--- config.mk ---
export PLATFORM = sky130hd
export DESIGN_NAME = dual_timer_with_capture_timer
export DESIGN_NICKNAME = d
export VERILOG_FILES = /design/src/rtl/dual_timer_pkg.sv /design/src/rtl/dual_timer_with_capture_timer.sv
export SDC_FILE = /design/constraint.sdc
export NUM_CORES = 1
export LEC_CHECK = 0
export ABC_AREA = 0
export BUFFER_PORTS_ARGS = -buffer_cell sky130_fd_sc_hd__buf_2
export CAP_MARGIN = 20
export CELL_PAD_IN_SITES_DETAIL_PLACEMENT = 0
export CELL_PAD_IN_SITES_GLOBAL_PLACEMENT = 1
export CORE_ASPECT_RATIO = 1.1
export CORE_MARGIN = 2
export CORE_UTILIZATION = 48
export DETAILED_ROUTE_END_ITERATION = 8
export GPL_ROUTABILITY_DRIVEN = 0
export GPL_TIMING_DRIVEN = 0
export PLACE_DENSITY = 0.79
export SLEW_MARGIN = 0
export SYNTH_ARGS = -nofsm -noshare
export SYNTH_HDL_FRONTEND = slang
export SYNTH_SLANG_ARGS = --single-unit
--- constraint.sdc ---
create_clock -name ref_clk -period 2.9 [get_ports ref_clk]
set_input_delay 0.58 -clock ref_clk [delete_from_list [all_inputs] [get_ports ref_clk]]
set_output_delay 0.58 -clock ref_clk [all_outputs]
set_load 0.02 [all_outputs]
--- src/rtl/dual_timer_pkg.sv ---
// Operation
// [RQ1] Sample count pins once per cycle at C4
// [RQ2] Source toggles no faster than clock/24
// [RQ3] Counts update at C3, edges next cycle
// [RQ4] Mode bits 2 and 6 pick clock/pin
// [RQ5] Rate bit: /12 when 0, /4 when 1
// [RQ6] Mode 0 is 13 bits wide
// [RQ7] Mode 0 carry and 1FFFh overflow flag
// [RQ8] Count only when run and gate pass
// [RQ9] Mode 1 is 16 bits, FFFFh overflow
// [RQ10] Mode 2 reloads low byte from high
// [RQ11] Second timer frozen in mode 3
// [RQ12] First timer splits into two bytes
// [RQ13] Second timer loses run and flag then
// [RQ14] Third timer source and run control
// [RQ15] Third timer 16-bit overflow sets flag
// [RQ16] Trigger edge captures count, sets flag
// [RQ17] Clear-on-capture zeroes third timer count
// [RQ18] Service acknowledge clears first two flags
// [RQ19] Third timer request is flag OR
// [RQ20] Mode bits are binary mode number
// [RQ21] Software writes take effect at once
package dual_timer_pkg;
	// ----------------------------------------
	// Register offsets
	// ----------------------------------------
	localparam logic [7:0] ADDR_TIMER_MODE_REG  = 8'h00;
	localparam logic [7:0] ADDR_TCTL  = 8'h01;
	localparam logic [7:0] ADDR_CKCTL = 8'h02;
	localparam logic [7:0] ADDR_T0LO  = 8'h03;
	localparam logic [7:0] ADDR_T0HI  = 8'h04;
	localparam logic [7:0] ADDR_T1LO  = 8'h05;
	localparam logic [7:0] ADDR_T1HI  = 8'h06;
	localparam logic [7:0] ADDR_T2CTL = 8'h07;
	localparam logic [7:0] ADDR_T2_MODE_REG = 8'h08;
	localparam logic [7:0] ADDR_T2LO  = 8'h09;
	localparam logic [7:0] ADDR_T2HI  = 8'h0A;
	localparam logic [7:0] ADDR_CAPLO = 8'h0B;
	localparam logic [7:0] ADDR_CAPHI = 8'h0C;
	// ----------------------------------------
	// Field positions
	// ----------------------------------------
	localparam int MODE0_LSB = 0;
	localparam int CT0_BIT   = 2;
	localparam int GATE0_BIT = 3;
	localparam int MODE1_LSB = 4;
	localparam int CT1_BIT   = 6;
	localparam int GATE1_BIT = 7;
	localparam int TF1_BIT   = 7;
	localparam int TR1_BIT   = 6;
	localparam int TF0_BIT   = 5;
	localparam int TR0_BIT   = 4;
	localparam int T0M_BIT   = 3;
	localparam int T1M_BIT   = 4;
	localparam int T2M_BIT   = 5;
	localparam int TF2_BIT   = 7;
	localparam int T2_EXTERNAL_FLAG_BIT  = 6;
	localparam int EXEN_BIT  = 3;
	localparam int TR2_BIT   = 2;
	localparam int CT2_BIT   = 1;
	localparam int CPRL_BIT  = 0;
	localparam int CLRC_BIT  = 3;
	localparam int LO5_W     = 5;
	localparam int NPIN      = 4;
	// ----------------------------------------
	// Values and timing
	// ----------------------------------------
	localparam logic [7:0] BYTE_RST  = 8'h00;
	localparam logic [7:0] BYTE_ONE  = 8'h01;
	localparam logic [4:0] PRE_ONE   = 5'h01;
	localparam logic [15:0] WORD_ONE = 16'h0001;
	localparam logic [15:0] WORD_RST = 16'h0000;
	localparam logic [1:0] DIV3_LAST = 2'h2;
	localparam logic [1:0] DIV3_ONE  = 2'h1;
	localparam logic [1:0] DIV3_RST  = 2'h0;
	// Machine cycle phases
	typedef enum logic [1:0] {
		PH_C1 = 2'b00, PH_C2 = 2'b01, PH_C3 = 2'b10, PH_C4 = 2'b11
	} phase_t;
	// Timer modes, binary mode number
	typedef enum logic [1:0] {
		MODE_13B = 2'b00, MODE_16B = 2'b01, MODE_RLD = 2'b10, MODE_SPLIT = 2'b11
	} tmode_t;
	// Result of one count step
	typedef struct packed {
		logic       ovf;
		logic [7:0] hi;
		logic [7:0] lo;
	} cnt_t;
endpackage : dual_timer_pkg

--- src/rtl/dual_timer_with_capture_timer.sv ---
// The implementer's own choices: strobed register access and the register offsets.
`timescale 1ns/100ps
module dual_timer_with_capture_timer
	import dual_timer_pkg::*;
(
	// Clock and reset
	input  wire logic       ref_clk,
	input  wire logic       rst_n,
	// Register port
	input  wire logic [7:0] reg_addr,
	input  wire logic [7:0] reg_wdata,
	input  wire logic       reg_wr,
	input  wire logic       reg_rd,
	output logic      [7:0] reg_rdata,
	// Pins
	input  wire logic       count_pin_a,
	input  wire logic       count_pin_b,
	input  wire logic       count_pin_c,
	input  wire logic       t2_trigger_pin,
	input  wire logic       ext_irq_pin_a,
	input  wire logic       ext_irq_pin_b,
	// Interrupt service
	input  wire logic       t0_irq_ack,
	input  wire logic       t1_irq_ack,
	output logic            t0_irq,
	output logic            t1_irq,
	output logic            t2_irq
);
	// ----------------------------------------
	// Machine cycle phases
	// ----------------------------------------
	phase_t     phase_q, phase_d;
	logic [1:0] div3_q, div3_d, ticks;
	logic       is_c3, tick_slow;

	// Phase and divide-by-three counters
	always_comb begin
		phase_d = phase_t'(phase_q + 2'b01);
		div3_d  = div3_q;
		if (phase_q == PH_C4) begin
			div3_d = (div3_q == DIV3_LAST) ? DIV3_RST : div3_q + DIV3_ONE;
		end
	end

	always_ff @(posedge ref_clk or negedge rst_n) begin
		if (!rst_n) begin
			phase_q <= PH_C1;
			div3_q  <= DIV3_RST;
		end else begin
			phase_q <= phase_d;
			div3_q  <= div3_d;
		end
	end

	assign is_c3     = (phase_q == PH_C3);                    // [RQ3]
	assign ticks     = {tick_slow, is_c3};
	assign tick_slow = is_c3 && (div3_q == DIV3_LAST);

	// Internal tick by rate bit
	function automatic logic int_tick(input logic fast, input logic [1:0] t);
		return fast ? t[0] : t[1];                             // [RQ5]
	endfunction : int_tick

	// ----------------------------------------
	// Pin edge detection
	// ----------------------------------------
	logic [NPIN-1:0] pin_in, samp_q, samp_d, prev_q, prev_d, fall;
	assign pin_in = {t2_trigger_pin, count_pin_c, count_pin_b, count_pin_a};

	// One sample per machine cycle at C4
	generate
		for (genvar i = 0; i < NPIN; i++) begin : g_pin
			always_comb begin
				samp_d[i] = samp_q[i];
				prev_d[i] = prev_q[i];
				if (phase_q == PH_C4) begin                          // [RQ1]
					samp_d[i] = pin_in[i];
					prev_d[i] = samp_q[i];
				end
			end
			always_ff @(posedge ref_clk or negedge rst_n) begin
				if (!rst_n) begin
					samp_q[i] <= 1'b0;
					prev_q[i] <= 1'b0;
				end else begin
					samp_q[i] <= samp_d[i];
					prev_q[i] <= prev_d[i];
				end
			end
			// High then low sample, used at next C3
			assign fall[i] = prev_q[i] & ~samp_q[i];               // [RQ1]
		end
	endgenerate

	// ----------------------------------------
	// Registers
	// ----------------------------------------
	logic [7:0] timer_mode_reg_q, timer_mode_reg_d, ck_q, ck_d, rd_q, rd_d;
	logic [7:0] t0_low_byte_q, t0_low_byte_d, t0_high_byte_q, t0_high_byte_d;
	logic [7:0] t1_low_byte_q, t1_low_byte_d, t1_high_byte_q, t1_high_byte_d;
	logic [7:0] t2_low_byte_q, t2_low_byte_d, t2_high_byte_q, t2_high_byte_d;
	logic [7:0] capture_low_byte_q, capture_low_byte_d;
	logic [7:0] capture_high_byte_q, capture_high_byte_d;
	logic       tf0_q, tf0_d, tf1_q, tf1_d, tr0_q, tr0_d, tr1_q, tr1_d;
	logic       tf2_q, tf2_d, t2_external_flag_q, t2_external_flag_d, t2irq_q, t2irq_d;
	logic       exen_q, exen_d, tr2_q, tr2_d, ct2_q, ct2_d, cprl_q, cprl_d;
	logic       clrc_q, clrc_d;

	// Write select
	function automatic logic wr_at(input logic [7:0] off);
		return reg_wr && (reg_addr == off);
	endfunction : wr_at

	// ----------------------------------------
	// Timers 0 and 1
	// ----------------------------------------
	tmode_t m0, m1;
	logic   t0split, en0, en1, ev0, ev1, step0, step0h, step1, ovf0, ovf1;
	cnt_t   c0, c1;

	// One count step for modes 0 to 3
	function automatic cnt_t step_cnt(input tmode_t m, input logic [7:0] hi, lo);
		cnt_t r;
		r.ovf = 1'b0;
		r.hi  = hi;
		r.lo  = lo;
		unique case (m)
			MODE_13B: begin                                        // [RQ6]
				r.lo = {lo[7:LO5_W], lo[LO5_W-1:0] + PRE_ONE};
				if (&lo[LO5_W-1:0]) begin                           // [RQ7]
					r.hi  = hi + BYTE_ONE;
					r.ovf = &hi;
				end
			end
			MODE_16B: begin                                        // [RQ9]
				{r.hi, r.lo} = {hi, lo} + WORD_ONE;
				r.ovf = &{hi, lo};
			end
			MODE_RLD: begin                                        // [RQ10]
				r.lo  = (&lo) ? hi : lo + BYTE_ONE;
				r.ovf = &lo;
			end
			MODE_SPLIT: begin                                      // [RQ12]
				r.lo  = lo + BYTE_ONE;
				r.ovf = &lo;
			end
		endcase
		return r;
	endfunction : step_cnt

	assign m0      = tmode_t'(timer_mode_reg_q[MODE0_LSB +: 2]);          // [RQ20]
	assign m1      = tmode_t'(timer_mode_reg_q[MODE1_LSB +: 2]);          // [RQ20]
	assign t0split = (m0 == MODE_SPLIT);
	// Source select: pin edge or internal tick
	assign ev0 = timer_mode_reg_q[CT0_BIT] ? (fall[0] & is_c3) : int_tick(ck_q[T0M_BIT], ticks); // [RQ4]
	assign ev1 = timer_mode_reg_q[CT1_BIT] ? (fall[1] & is_c3) : int_tick(ck_q[T1M_BIT], ticks); // [RQ4]
	assign en0 = tr0_q & (~timer_mode_reg_q[GATE0_BIT] | ext_irq_pin_a);   // [RQ8]
	// Second timer runs without its run bit while first is split
	assign en1 = (t0split | tr1_q) & (~timer_mode_reg_q[GATE1_BIT] | ext_irq_pin_b); // [RQ8] [RQ13]
	assign step0  = en0 & ev0;
	assign step0h = t0split & tr1_q & int_tick(ck_q[T0M_BIT], ticks); // [RQ12]
	assign step1  = en1 & ev1 & (m1 != MODE_SPLIT);             // [RQ11]
	assign c0     = step_cnt(m0, t0_high_byte_q, t0_low_byte_q);
	assign c1     = step_cnt(m1, t1_high_byte_q, t1_low_byte_q);
	assign ovf0   = step0 & c0.ovf;
	assign ovf1   = t0split ? (step0h & (&t0_high_byte_q)) : (step1 & c1.ovf); // [RQ13]

	// Counts and flags of timers 0 and 1
	always_comb begin
		t0_low_byte_d  = t0_low_byte_q;
		t0_high_byte_d = t0_high_byte_q;
		t1_low_byte_d  = t1_low_byte_q;
		t1_high_byte_d = t1_high_byte_q;
		if (step0) begin                                         // [RQ3]
			t0_low_byte_d  = c0.lo;
			t0_high_byte_d = c0.hi;
		end
		if (step0h) begin
			t0_high_byte_d = t0_high_byte_q + BYTE_ONE;            // [RQ12]
		end
		if (step1) begin
			t1_low_byte_d  = c1.lo;
			t1_high_byte_d = c1.hi;
		end
		if (wr_at(ADDR_T0LO)) t0_low_byte_d = reg_wdata;         // [RQ21]
		if (wr_at(ADDR_T0HI)) t0_high_byte_d = reg_wdata;        // [RQ21]
		if (wr_at(ADDR_T1LO)) t1_low_byte_d = reg_wdata;         // [RQ21]
		if (wr_at(ADDR_T1HI)) t1_high_byte_d = reg_wdata;        // [RQ21]
		tr0_d = wr_at(ADDR_TCTL) ? reg_wdata[TR0_BIT] : tr0_q;
		tr1_d = wr_at(ADDR_TCTL) ? reg_wdata[TR1_BIT] : tr1_q;
		tf0_d = tf0_q & ~t0_irq_ack;                             // [RQ18]
		tf1_d = tf1_q & ~t1_irq_ack;                             // [RQ18]
		if (wr_at(ADDR_TCTL)) begin                              // [RQ21]
			tf0_d = reg_wdata[TF0_BIT];
			tf1_d = reg_wdata[TF1_BIT];
		end
		// Hardware set wins over any clear
		if (ovf0) tf0_d = 1'b1;                                  // [RQ7] [RQ9]
		if (ovf1) tf1_d = 1'b1;                                  // [RQ12]
	end

	// ----------------------------------------
	// Timer 2
	// ----------------------------------------
	logic ev2, step2, ovf2, cap_ev;
	assign ev2    = ct2_q ? (fall[2] & is_c3) : int_tick(ck_q[T2M_BIT], ticks); // [RQ14]
	assign step2  = tr2_q & ev2;                                // [RQ14]
	assign ovf2   = step2 & (&{t2_high_byte_q, t2_low_byte_q});  // [RQ15]
	assign cap_ev = cprl_q & exen_q & fall[3] & is_c3;          // [RQ16]

	// Count, capture and flags of timer 2
	always_comb begin
		{t2_high_byte_d, t2_low_byte_d} = {t2_high_byte_q, t2_low_byte_q};
		capture_low_byte_d  = capture_low_byte_q;
		capture_high_byte_d = capture_high_byte_q;
		if (step2) begin                                         // [RQ15]
			{t2_high_byte_d, t2_low_byte_d} = {t2_high_byte_q, t2_low_byte_q} + WORD_ONE;
		end
		if (cap_ev) begin                                        // [RQ16]
			capture_low_byte_d  = t2_low_byte_q;
			capture_high_byte_d = t2_high_byte_q;
			if (clrc_q) {t2_high_byte_d, t2_low_byte_d} = WORD_RST; // [RQ17]
		end
		if (wr_at(ADDR_T2LO)) t2_low_byte_d = reg_wdata;         // [RQ21]
		if (wr_at(ADDR_T2HI)) t2_high_byte_d = reg_wdata;        // [RQ21]
		if (wr_at(ADDR_CAPLO)) capture_low_byte_d = reg_wdata;   // [RQ21]
		if (wr_at(ADDR_CAPHI)) capture_high_byte_d = reg_wdata;  // [RQ21]
		tf2_d  = wr_at(ADDR_T2CTL) ? reg_wdata[TF2_BIT] : tf2_q;  // [RQ19]
		t2_external_flag_d = wr_at(ADDR_T2CTL) ? reg_wdata[T2_EXTERNAL_FLAG_BIT] : t2_external_flag_q;
		if (ovf2) tf2_d = 1'b1;                                  // [RQ15]
		if (cap_ev) t2_external_flag_d = 1'b1;                               // [RQ16]
		t2irq_d = tf2_d | t2_external_flag_d;                                // [RQ19]
	end

	// ----------------------------------------
	// Control registers and read port
	// ----------------------------------------
	always_comb begin
		timer_mode_reg_d = wr_at(ADDR_TIMER_MODE_REG) ? reg_wdata : timer_mode_reg_q;
		ck_d   = wr_at(ADDR_CKCTL) ? reg_wdata : ck_q;
		exen_d = wr_at(ADDR_T2CTL) ? reg_wdata[EXEN_BIT] : exen_q;
		tr2_d  = wr_at(ADDR_T2CTL) ? reg_wdata[TR2_BIT] : tr2_q;
		ct2_d  = wr_at(ADDR_T2CTL) ? reg_wdata[CT2_BIT] : ct2_q;
		cprl_d = wr_at(ADDR_T2CTL) ? reg_wdata[CPRL_BIT] : cprl_q;
		clrc_d = wr_at(ADDR_T2_MODE_REG) ? reg_wdata[CLRC_BIT] : clrc_q;
		rd_d   = BYTE_RST;
		if (reg_rd) begin
			unique case (reg_addr)
				ADDR_TIMER_MODE_REG:  rd_d = timer_mode_reg_q;
				ADDR_CKCTL: rd_d = ck_q;
				ADDR_T0LO:  rd_d = t0_low_byte_q;
				ADDR_T0HI:  rd_d = t0_high_byte_q;
				ADDR_T1LO:  rd_d = t1_low_byte_q;
				ADDR_T1HI:  rd_d = t1_high_byte_q;
				ADDR_T2LO:  rd_d = t2_low_byte_q;
				ADDR_T2HI:  rd_d = t2_high_byte_q;
				ADDR_CAPLO: rd_d = capture_low_byte_q;
				ADDR_CAPHI: rd_d = capture_high_byte_q;
				ADDR_T2_MODE_REG: rd_d[CLRC_BIT] = clrc_q;
				ADDR_TCTL: begin
					rd_d[TF1_BIT] = tf1_q;
					rd_d[TR1_BIT] = tr1_q;
					rd_d[TF0_BIT] = tf0_q;
					rd_d[TR0_BIT] = tr0_q;
				end
				ADDR_T2CTL: begin
					rd_d[TF2_BIT]  = tf2_q;
					rd_d[T2_EXTERNAL_FLAG_BIT] = t2_external_flag_q;
					rd_d[EXEN_BIT] = exen_q;
					rd_d[TR2_BIT]  = tr2_q;
					rd_d[CT2_BIT]  = ct2_q;
					rd_d[CPRL_BIT] = cprl_q;
				end
				default: rd_d = BYTE_RST;                        // Unmapped reads zero
			endcase
		end
	end

	// Register all counts, flags and control state
	always_ff @(posedge ref_clk or negedge rst_n) begin
		if (!rst_n) begin
			timer_mode_reg_q <= BYTE_RST;
			ck_q   <= BYTE_RST;                                    // [RQ5]
			rd_q   <= BYTE_RST;
			t0_low_byte_q <= BYTE_RST;
			t0_high_byte_q <= BYTE_RST;
			t1_low_byte_q <= BYTE_RST;
			t1_high_byte_q <= BYTE_RST;
			t2_low_byte_q <= BYTE_RST;
			t2_high_byte_q <= BYTE_RST;
			capture_low_byte_q <= BYTE_RST;
			capture_high_byte_q <= BYTE_RST;
			{tf0_q, tf1_q, tr0_q, tr1_q, tf2_q, t2_external_flag_q, t2irq_q} <= '0;
			{exen_q, tr2_q, ct2_q, cprl_q, clrc_q} <= '0;
		end else begin
			timer_mode_reg_q <= timer_mode_reg_d;
			ck_q   <= ck_d;
			rd_q   <= rd_d;
			t0_low_byte_q <= t0_low_byte_d;
			t0_high_byte_q <= t0_high_byte_d;
			t1_low_byte_q <= t1_low_byte_d;
			t1_high_byte_q <= t1_high_byte_d;
			t2_low_byte_q <= t2_low_byte_d;
			t2_high_byte_q <= t2_high_byte_d;
			capture_low_byte_q <= capture_low_byte_d;
			capture_high_byte_q <= capture_high_byte_d;
			{tf0_q, tf1_q, tr0_q, tr1_q} <= {tf0_d, tf1_d, tr0_d, tr1_d};
			{tf2_q, t2_external_flag_q, t2irq_q} <= {tf2_d, t2_external_flag_d, t2irq_d};
			{exen_q, tr2_q, ct2_q, cprl_q, clrc_q} <= {exen_d, tr2_d, ct2_d, cprl_d, clrc_d};
		end
	end

	assign reg_rdata = rd_q;
	assign t0_irq    = tf0_q;
	assign t1_irq    = tf1_q;
	assign t2_irq    = t2irq_q;
endmodule : dual_timer_with_capture_timer

=== Yosys cells after proc, flatten, opt, wreduce, memory -nomap -nowiden ===
Index checks and enable logic that the tools add are counted.

* Register bits: 112
* Output and inout port bits: 11
* Bits of input ports: 28
* Logic and storage cells: 200

* Reductions and logical operators: 40
* Equality and inequality tests: 26
* Bitwise gates (word level): 36
* Multiplexer cells: 52
* $add $sub $neg: 11

{| class="wikitable"
|+ Operators by type and width
! operator !! count
|-
| $mux W8 || 24
|-
| $pmux W8 S4 || 2
|-
| $add A16 B1 Y16 const B || 3
|-
| $reduce_and A16 Y1 || 3
|-
| $eq A8 B4 Y1 const B || 5
|-
| $pmux W3 S11 || 1
|-
| $add A8 B1 Y8 const B || 4
|-
| $eq A8 B3 Y1 const B || 4
|-
| $pmux W8 S2 || 2
|-
| $reduce_and A8 Y1 || 4
|-
| $and A1 B1 Y1 || 24
|-
| $pmux W2 S12 || 1
|-
| $pmux W2 S11 || 1
|-
| $mux W9 || 2
|-
| $eq A8 B2 Y1 const B || 2
|-
| $mux W1 || 15
|-
| $eq A2 B2 Y1 const B || 7
|-
| $logic_and A1 B1 Y1 || 14
|-
| $pmux W1 S12 || 1
|-
| $add A5 B1 Y5 const B || 2
|-
| $reduce_and A5 Y1 || 2
|-
| $reduce_bool A2 Y1 || 5
|-
| $eq A8 B1 Y1 const B || 1
|-
| $logic_not A8 Y1 || 1
|-
| 15 further kinds || 35
|}

=== Logic depth before layout (Yosys ltp) ===
Gate-level depths: netlist (run 1).

* Word-level depth: 9
* Gate-level depth with buffers: 11
* Depth with buffers taken out: 10

=== Worst setup path after synthesis (run 1) ===
No wires, ideal clock.

* Kind: register to register
* Start: register t0_low_byte_q[0]
* End: register t0_high_byte_q[2]
* Library setup time: 0.082 ns
* Buffers on the path: 1
* Period minus slack after synthesis: 2.416 ns
* Arrival: 2.334 ns
* Cell stages (with the launch flop): 11
* Slack: 0.484 ns
* Data required time: 2.818 ns
* Cell sequence: dfrtp_1 ha_1 nand3_1 inv_1 ha_1 o21bai_1 or4_4 and2_1 buf_6 or3_1 a31oi_1

* Longest elaborated chain between the ends: 5
* Elaborated cells on any way between the ends: 8
* Those cells by class: add/sub: 1; eq/ne: 1; mux: 4; reduce/logical: 2

{| class="wikitable"
|+ Ends and longest elaborated chain
! what !! RTL line !! source
|-
| start: declaration || dual_timer_with_capture_timer.sv:99 || <nowiki>logic [7:0] t0_low_byte_q, t0_low_byte_d, t0_high_byte_q, t0_high_byte_d;</nowiki>
|-
| start signal: assignment || dual_timer_with_capture_timer.sv:299 || <nowiki>t0_low_byte_q <= t0_low_byte_d;</nowiki>
|-
| $add A16 B1 Y16 || dual_timer_with_capture_timer.sv:136 || <nowiki>{r.hi, r.lo} = {hi, lo} + WORD_ONE;</nowiki>
|-
| $pmux W8 S2 || dual_timer_with_capture_timer.sv:127 || <nowiki>unique case (m)</nowiki>
|-
| $mux W8 || dual_timer_with_capture_timer.sv:174 || <nowiki>if (step0) begin</nowiki>
|-
| $mux W8 || dual_timer_with_capture_timer.sv:178 || <nowiki>if (step0h) begin</nowiki>
|-
| $mux W8 || dual_timer_with_capture_timer.sv:186 || <nowiki>if (wr_at(ADDR_T0HI)) t0_high_byte_d = reg_wdata;</nowiki>
|-
| end signal: assignment || dual_timer_with_capture_timer.sv:300 || <nowiki>t0_high_byte_q <= t0_high_byte_d;</nowiki>
|-
| end: declaration || dual_timer_with_capture_timer.sv:99 ||
|}

Several ways; a longest one is shown, not always the timed one. The select of a mux whose other input is x is not followed.
A chain may end at the register's enable or synchronous reset.

=== Final worst setup path (run 1) ===
* Start: input port reg_addr[7]
* End: register rd_q[1] (netlist: reg_rdata[1])

* Longest elaborated chain between the ends: 3
* Elaborated cells on any way between the ends: 13
* Those cells by class: eq/ne: 10; mux: 2; reduce/logical: 1

{| class="wikitable"
|+ Ends and longest elaborated chain
! what !! RTL line !! source
|-
| start: declaration || dual_timer_with_capture_timer.sv:10 || <nowiki>input wire logic [7:0] reg_addr,</nowiki>
|-
| $eq A8 B3 Y1 (tied with other cells) || dual_timer_with_capture_timer.sv:248 || <nowiki>unique case (reg_addr)</nowiki>
|-
| $pmux W3 S11 * || dual_timer_with_capture_timer.sv:248 ||
|-
| $mux W8 * || dual_timer_with_capture_timer.sv:247 || <nowiki>if (reg_rd) begin</nowiki>
|-
| named net rd_d[1] || dual_timer_with_capture_timer.sv:98 || <nowiki>logic [7:0] timer_mode_reg_q, timer_mode_reg_d, ck_q, ck_d, rd_q, rd_d;</nowiki>
|-
| end signal: assignment || dual_timer_with_capture_timer.sv:298 || <nowiki>rd_q <= rd_d;</nowiki>
|-
| end: declaration || dual_timer_with_capture_timer.sv:98 ||
|}

Mark *: on every way through the listed nets, which the timed path passes. The rest lies on a longest branch.

==> results.md, run 1 <==
* Status: finished, final reports clean
* Most used standard cells in the synthesized netlist: 117 x sky130_fd_sc_hd__nand2_1, 112 x sky130_fd_sc_hd__dfrtp_1, 70 x sky130_fd_sc_hd__o21ai_0
* Post-detailed-placement cell area at 7490 sq um
* Die area at 15700 sq um
* Count of routing violations after the opening detailed-route iteration at 844
* Final standard cell area without fillers at 7810 sq um
* Routed length per instance at 23.2 um
* Average via count per standard cell at 6.48
* Post-route DRC at 0
* Final wirelength at 24200 um
* Post-synthesis cell type with the largest combined area: sky130_fd_sc_hd__dfrtp_1
* List of cells traversed by the critical path: buf_2, nor4_2, nand2_2, nor3b_1, a311oi_1, or3_1, a31oi_1
* Syn avg cell area at 8.83 sq um
* PwrDens at 450 nW/um^2
* Cell area after technology mapping at 7050 sq um
* Vias in the first global route at 6367
* CP Launch Type: input port
* Global-route congestion overflow total at 0
* Number of enable flip-flop cells after synthesis at 0
* Max-slew violation total from the final report at 0
* Clock root buffer master: sky130_fd_sc_hd__clkbuf_16
* Number of optimization iterations in the first detailed-route pass at 6
* Critical path type: input port to flop
* Cells taking the most area after synthesis: sky130_fd_sc_hd__dfrtp_1 40%, sky130_fd_sc_hd__nand2_1 6.2%, sky130_fd_sc_hd__mux2_2 5.4%
* RSZ-0062 raised after global routing: false
* Die span in x at 120 um
* Unique masters post-synth at 76
* Top_reg_cell synth: sky130_fd_sc_hd__dfrtp_1
* Growth of design area from synthesis to finish at 10.9%
* Y dimension of the die at 131 um
* Worst skew pair latency at 0.37 ns
* Number of buffers on the longest clock path at 2
* Starting utilization of the core area at 0.490
* Maximum number of pins on one net before global-route repair at 64
* Worst-path maximum fanout at 9
* FF-to-FF Start: t0_low_byte_q[0]$_DFFE_PN0P_
* CP arrival at 3.03 ns
* # Max-Cap Violations at 0
* Total global routing track utilization at 0.317
* Maximum clock frequency at 0.359 GHz
* Slew @ Worst Pin at 1.02 ns
* End of the worst register-to-register path: t0_high_byte_q[2]$_DFFE_PN0P_
* Warnings, synthesis at 0
* TritonCTS Buffers at 9
* Min-Delay Path Class: input port to async pin
* Max H-tree Level at 3
* Top cell family by delay on the critical path: simple AND/OR/NAND/NOR gates
* Final setup vio count at 0
* Most used standard cell by instance count after synthesis: sky130_fd_sc_hd__nand2_1
* Worst path bufs/invs at 1
* Synth Instances at 798
* Total via count after detailed routing at 6752
* Clock tree skew after final layout at 0.00942 ns
* Number of antenna violations at the first check in global routing at 0
* Standby leakage power at 3.14 nW
* Total of buffers placed on input and output ports at 35
* Clock-pin transition on the worst setup and hold timing paths at 0.08 ns
* Final period util at 0.959
* Relative slew slack at 0.317
* Clock sink total at 112
* Final Hold Vio Count at 0
* IO Pins at 39
* Design Power at 3.52 mW
* Post-Synthesis Net Count at 835
* Detail Route Antenna Nets at 0
* DP Wirelength at 17400 um
* Async SR Flop Fraction at 1.00
* Length in cells of the worst reg-to-reg path at 10
* Placeable Area at 14400 sq um
* Min Tclk post-route at 2.78 ns
* Worst EP required at 3.15 ns
* CTS tree: done
* Largest stage delay on the critical path at 0.78 ns
* Number of nets in the final layout at 882
* Wire length of the first global-routing pass at 37300 um
* Slowest-stage cell, CP: sky130_fd_sc_hd__nor4_2
* Worst ir drop on vdd at 0.000270 V
* Count of standard-cell rows at 46
* Ant. Diodes at 0
* Post-synthesis sequential area ratio at 0.398
* Ratio of cells with drive above 1 in the final layout at 0.153
* Flops & latches, synth at 112
* Minimum setup slack among reg-to-reg paths at 0.12 ns
* Sort of element at the end of the critical path: flop
* Post-synth top area share at 0.398
==> cell usage in the layout (no fill, tap or decap), drive strengths merged, types with 9 or more instances in the layout <==
master and n:
a21oi 36, a22oi 9, a31oi 19, and3 12
buf 54, clkbuf 39, dfrtp 112, ha 9
inv 21, mux2 34, mux2i 25, nand2 119
nand3 36, nand4 15, nor2 54, nor2b 16
nor3 10, nor4 9, o21ai 71, o22ai 9
xnor2 16, xor2 16
==> flip-flops by register name, indices dropped and copies added, names as in the netlist, 2 cells and up <==
signal and flops:
phase_q 2, ck_q 8, t0_high_byte_q 8, reg_rdata 8
t2_low_byte_q 8, timer_mode_reg_q 8, capture_high_byte_q 8, t1_high_byte_q 8
capture_low_byte_q 8, t0_low_byte_q 8, t1_low_byte_q 8, samp_q 4
prev_q 4, t2_high_byte_q 8, div3_q 2
==> stage by stage <==
step	util	setup WS, ns	std cells	hold slack [ns]	TNS [ns]
after floorplan	-	0.484	798	0.284	0
after global placement	0.519	-0.169	1025	0.430	-9.76
after detailed placement	0.521	-0.161	1026	0.446	-0.161
after CTS	0.542	0.0218	1042	0.263	0
after global routing	0.543	0.0233	1042	0.290	0
final	0.543	0.118	1042	0.232	0
==> cell type report <==
class,count,area [sq um]
well taps,192,240
plain buffers,48,218
fillers,1363,6580
clock buffers,9,225
clock inverters,7,76.3
multi-input cells,621,3980
flip-flops and latches,112,2810
inverters,17,63.8
repair buffers,36,205
==> worst max-delay path by stage <==
stage	from	end	slack [ns]	cells after the start
floorplan	t0_low_byte_q[0]$_DFFE_PN0P_	t0_high_byte_q[2]$_DFFE_PN0P_	0.48	10
global placement	reg_addr[7]	reg_rdata[1]$_DFF_PN0_	-0.17	7
finish	reg_addr[7]	reg_rdata[1]$_DFF_PN0_	0.12	7
CTS	t0_low_byte_q[0]$_DFFE_PN0P_	t0_high_byte_q[2]$_DFFE_PN0P_	0.02	11
detailed placement	reg_addr[7]	reg_rdata[1]$_DFF_PN0_	-0.16	7
global route	t0_low_byte_q[0]$_DFFE_PN0P_	t0_high_byte_q[2]$_DFFE_PN0P_	0.02	10
==> cells by family (layout without fill, tap and decap cells) <==
logic type               after synthesis  in the layout  share of synthesized area
buffers and inverters                 65            117                     0.0399
flip-flops                           112            112                      0.398
multiplexers                          59             59                     0.0898
XOR/XNOR                              32             32                     0.0398
adder cells (fa/ha/maj)                9              9                     0.0160
AND/OR/NAND/NOR                      313            313                      0.228
AO/OA/AOI/OAI                        208            208                      0.188
==> worst reg2reg max path: cells and delay by family, from the launching register on <==
kind / cells / cell delay, ns
AO/OA/AOI/OAI: 2 / 0.32
AND/OR/NAND/NOR: 4 / 1.17
adder cells (fa/ha/maj): 2 / 0.50
flip-flops: 1 / 0.44
buffers and inverters: 2 / 0.27
==> metal layers <==
metal / global-route usage / wire length (um) / up-vias
met2: 0.494 / 11100 / 341
li1: - / - / 3009
met5: 0 / 0 / -
met1: 0.427 / 10200 / 3325
met3: 0.0519 / 1810 / 77
met4: 0.170 / 1030 / 0
==> power breakdown <==
| part | switching (mW) | internal (mW) | total (mW) | leakage, nW |
|---|---|---|---|---|
| clock network | 0.683 | 0.618 | 1.30 | 0.149 |
| logic | 0.259 | 0.159 | 0.418 | 1.60 |
| registers | 0.147 | 1.65 | 1.80 | 1.39 |
==> timing repair <==
item,CTS,global route
endpoints found under the setup margin,0,10
setup buffers,0,0
hold buffers,0,0
gates resized for setup,0,5
Power figures use the tool's default switching activity.
==> run 2: changes to the inputs <==
- BUFFER_PORTS_ARGS: -buffer_cell sky130_fd_sc_hd__buf_2 -> not set
- CORE_UTILIZATION: 48 -> 50
- DONT_BUFFER_PORTS: not set -> 1
==> run 2 against run 1 <==
The run now ends with hold timing left. Worst hold slack lost 0.34 ns. Clock skew rose by 0.00052 ns. Clock-buffer cell count is 1 higher. Setup slack improved by 0.073 ns. Maximum frequency is 2.7% higher. Cell count fell by 3.8%. Combinational power is 14% lower. Die area is 3.9% lower. Critical endpoint is now t0_high_byte_q[2]$_DFFE_PN0P_. Largest cell class unchanged.
==> results.md, run 2 (synthesis gave the netlist of run 1 again) <==
* Number of buffers on the longest clock path at 2 (unchanged)
* Placed cells at 986 (-3.9%)
* Total via count after detailed routing at 6511 (-3.6%)
* Post-route DRC at 0 (unchanged)
* Cell Int Power at 2.40 mW (-1.1%)
* Post-detailed-placement cell area at 7280 sq um (-2.8%)
* Wire length of the first global-routing pass at 37200 um (-0.24%)
* Ratio of cells with drive above 1 in the final layout at 0.114 (-0.0387)
* Final standard cell area without fillers at 7590 sq um (-2.8%)
* Final wirelength at 24300 um (+0.69%)
* Clock tree skew after final layout at 0.00994 ns (+0.000516 ns)
* Final Hold Vio Count at 112 (+112)
* DP Wirelength at 17200 um (-1.1%)
* Detail Route Antenna Nets at 0 (unchanged)
* Most common cell after layout, fill and taps aside: sky130_fd_sc_hd__nand2_1
* Ant. Diodes at 0 (unchanged)
* Failing checks: hold timing
* TritonCTS Buffers at 9 (unchanged)
* Global-route congestion overflow total at 0 (unchanged)
* Total of buffers placed on input and output ports at 0 (-100%)
* Total global routing track utilization at 0.335 (+0.0175)
* Number of optimization iterations in the first detailed-route pass at 6 (unchanged)
* Worst-path maximum fanout at 8 (-1)
* Min Hold Slack at -0.104 ns (-0.335 ns)
* Count of routing violations after the opening detailed-route iteration at 823 (-2.5%)
* Placeable Area at 13800 sq um (-4.1%)
* Maximum number of pins on one net before global-route repair at 113 (+77%)
* Count of standard-cell rows at 45 (-2.2%)
* Clock-pin transition on the worst setup and hold timing paths at 0.08 ns (about the same)
* CTS tree: done
* Number of nets in the final layout at 846 (-4.1%)
* Status: finished with violations
* Sequential Power Share at 0.527 (+0.016)
* Final setup vio count at 0 (unchanged)
* PwrDens at 449 nW/um^2 (-0.16%)
* Worst EP required at 3.19 ns (+0.04 ns)
* Growth of design area from synthesis to finish at 7.74%
* Clock Power Share at 0.367 (-0.003)
* Die area at 15100 sq um (-3.9%)
* Worst ir drop on vdd at 0.000276 V (+1.9%)
* Standby leakage power at 2.97 nW (-5.5%)
* IO Pins at 39 (unchanged)
* Sort of element at the end of the critical path: flop
* Net switching power at 1.01 mW (-7.1%)
* Part of the power in combinational logic at 0.106 (-0.013)
* Relative slew slack at 0.304 (-0.0126)
* # Max-Cap Violations at 0 (unchanged)
* Switch share at 0.296 (-0.0133)
* Max H-tree Level at 3 (unchanged)
* Clock sink total at 112 (unchanged)
* Starting utilization of the core area at 0.511 (+0.0211)
* Number of inserted filler cells in the final layout at 1311 (-3.8%)
* Routed length per instance at 24.3 um (+4.7%)
* Commonest non-fill, non-tap cells in the layout: 117 x sky130_fd_sc_hd__nand2_1, 110 x sky130_fd_sc_hd__dfrtp_1, 70 x sky130_fd_sc_hd__o21ai_0
* Final period util at 0.934 (-0.0253)
* Die span in x at 117 um (-2.0%)
* Final Instance Count excl. Fillers at 1002 (-3.8%)
* Sum of negative setup slack at 0 ns (unchanged)
* Worst skew pair latency at 0.37 ns (about the same)
* CP arrival at 3.00 ns (-0.03 ns)
* Critical path type: flop to flop
* CP Launch Type: flop
* Min Tclk post-route at 2.71 ns (-0.0734 ns)
* Min-Delay Path Class: input port to async pin
* Average via count per standard cell at 6.50 (+0.28%)
* Y dimension of the die at 129 um (-2.0%)
* Vias in the first global route at 6305 (-0.97%)
* Maximum clock frequency at 0.369 GHz (+2.7%)
* Max-slew violation total from the final report at 0 (unchanged)
* Clock root buffer master: sky130_fd_sc_hd__clkbuf_16
* Number of antenna violations at the first check in global routing at 0 (unchanged)
* Slew @ Worst Pin at 1.04 ns (+0.0189 ns)
run 2: cell count changes in the layout (fill, tap and decap cells not counted):
cell / change
sky130_fd_sc_hd__clkinv_4: +1
sky130_fd_sc_hd__buf_16: -1
sky130_fd_sc_hd__buf_4: -1
sky130_fd_sc_hd__inv_8: -2
sky130_fd_sc_hd__buf_2: -34
sky130_fd_sc_hd__clkbuf_1: +1
run 2: area by class of cell:
class                           instances  area [sq um]  area share
Clock buffer                           10           229      0.0302
Tap cell                              188           235      0.0310
Multi-Input combinational cell        621          3980       0.524
Inverter                               17          63.8     0.00840
Buffer                                 48           218      0.0287
Clock inverter                          6          62.6     0.00824
Sequential cell                       112          2810       0.369
run 2: timing repair:
item	CTS	global route
gates resized for setup	0	5
setup buffers	0	0
setup endpoints to repair	0	10
hold endpoints to repair	112	112
run 2: worst paths after layout:
path,start,end,slack [ns],cells past startpoint
setup / recovery,t0_low_byte_q[0]$_DFFE_PN0P_,t0_high_byte_q[2]$_DFFE_PN0P_,0.19,10
hold / removal,rst_n,t0_high_byte_q[3]$_DFFE_PN0P_,-0.10,0
setup reg to reg,t0_low_byte_q[0]$_DFFE_PN0P_,t0_high_byte_q[2]$_DFFE_PN0P_,0.19,10
hold reg to reg,phase_q[0]$_DFF_PN0_,phase_q[0]$_DFF_PN0_,0.45,1
max in group asynchronous,rst_n,t0_low_byte_q[7]$_DFFE_PN0P_,2.75,0
min in group ref_clk,reg_wdata[5],t0_irq$_DFF_PN0_,0.35,1
run 2: per-layer routing:
| metal | part of all wire | vias to the layer above | GRT usage |
|---|---|---|---|
| met5 | 0 | - | 0 |
| met4 | 0.048 | 0 | 0.170 |
| li1 | - | 2930 | - |
| met3 | 0.082 | 94 | 0.0626 |
| met2 | 0.45 | 352 | 0.506 |
| met1 | 0.42 | 3135 | 0.458 |
run 2: per-stage QoR:
stage,power [mW],setup WS (ns),utilization
finish,3.41,0.192,0.550
global route,3.53,-0.0180,0.550
CTS,3.41,0.0242,0.549
detailed placement,2.17,0.0295,0.528
global placement,2.16,0.0402,0.528
floorplan,2.02,0.484,-
run 2: critical path: stages (launching register included):
cell and delay (ns):
sky130_fd_sc_hd__dfrtp_2 0.43, sky130_fd_sc_hd__ha_1 0.22, sky130_fd_sc_hd__nand3_2 0.16, sky130_fd_sc_hd__inv_1 0.12, sky130_fd_sc_hd__ha_1 0.24, sky130_fd_sc_hd__o21bai_1 0.15, sky130_fd_sc_hd__or4_4 0.48, sky130_fd_sc_hd__and2_1 0.19
sky130_fd_sc_hd__buf_6 0.13, sky130_fd_sc_hd__or3_1 0.35, sky130_fd_sc_hd__a31oi_1 0.17
run 2: power by group through the flow:
| stage | Sequential (mW) | Combinational (mW) | Clock [mW] |
|---|---|---|---|
| 6_report | 1.80 | 0.361 | 1.25 |
| 3_3_place_gp | 1.82 | 0.339 | 0 |
| 2_1_floorplan | 1.76 | 0.261 | 0 |
| 3_5_place_dp | 1.82 | 0.348 | 0 |
| 5_1_grt | 1.81 | 0.391 | 1.33 |
| 4_1_cts | 1.79 | 0.350 | 1.27 |
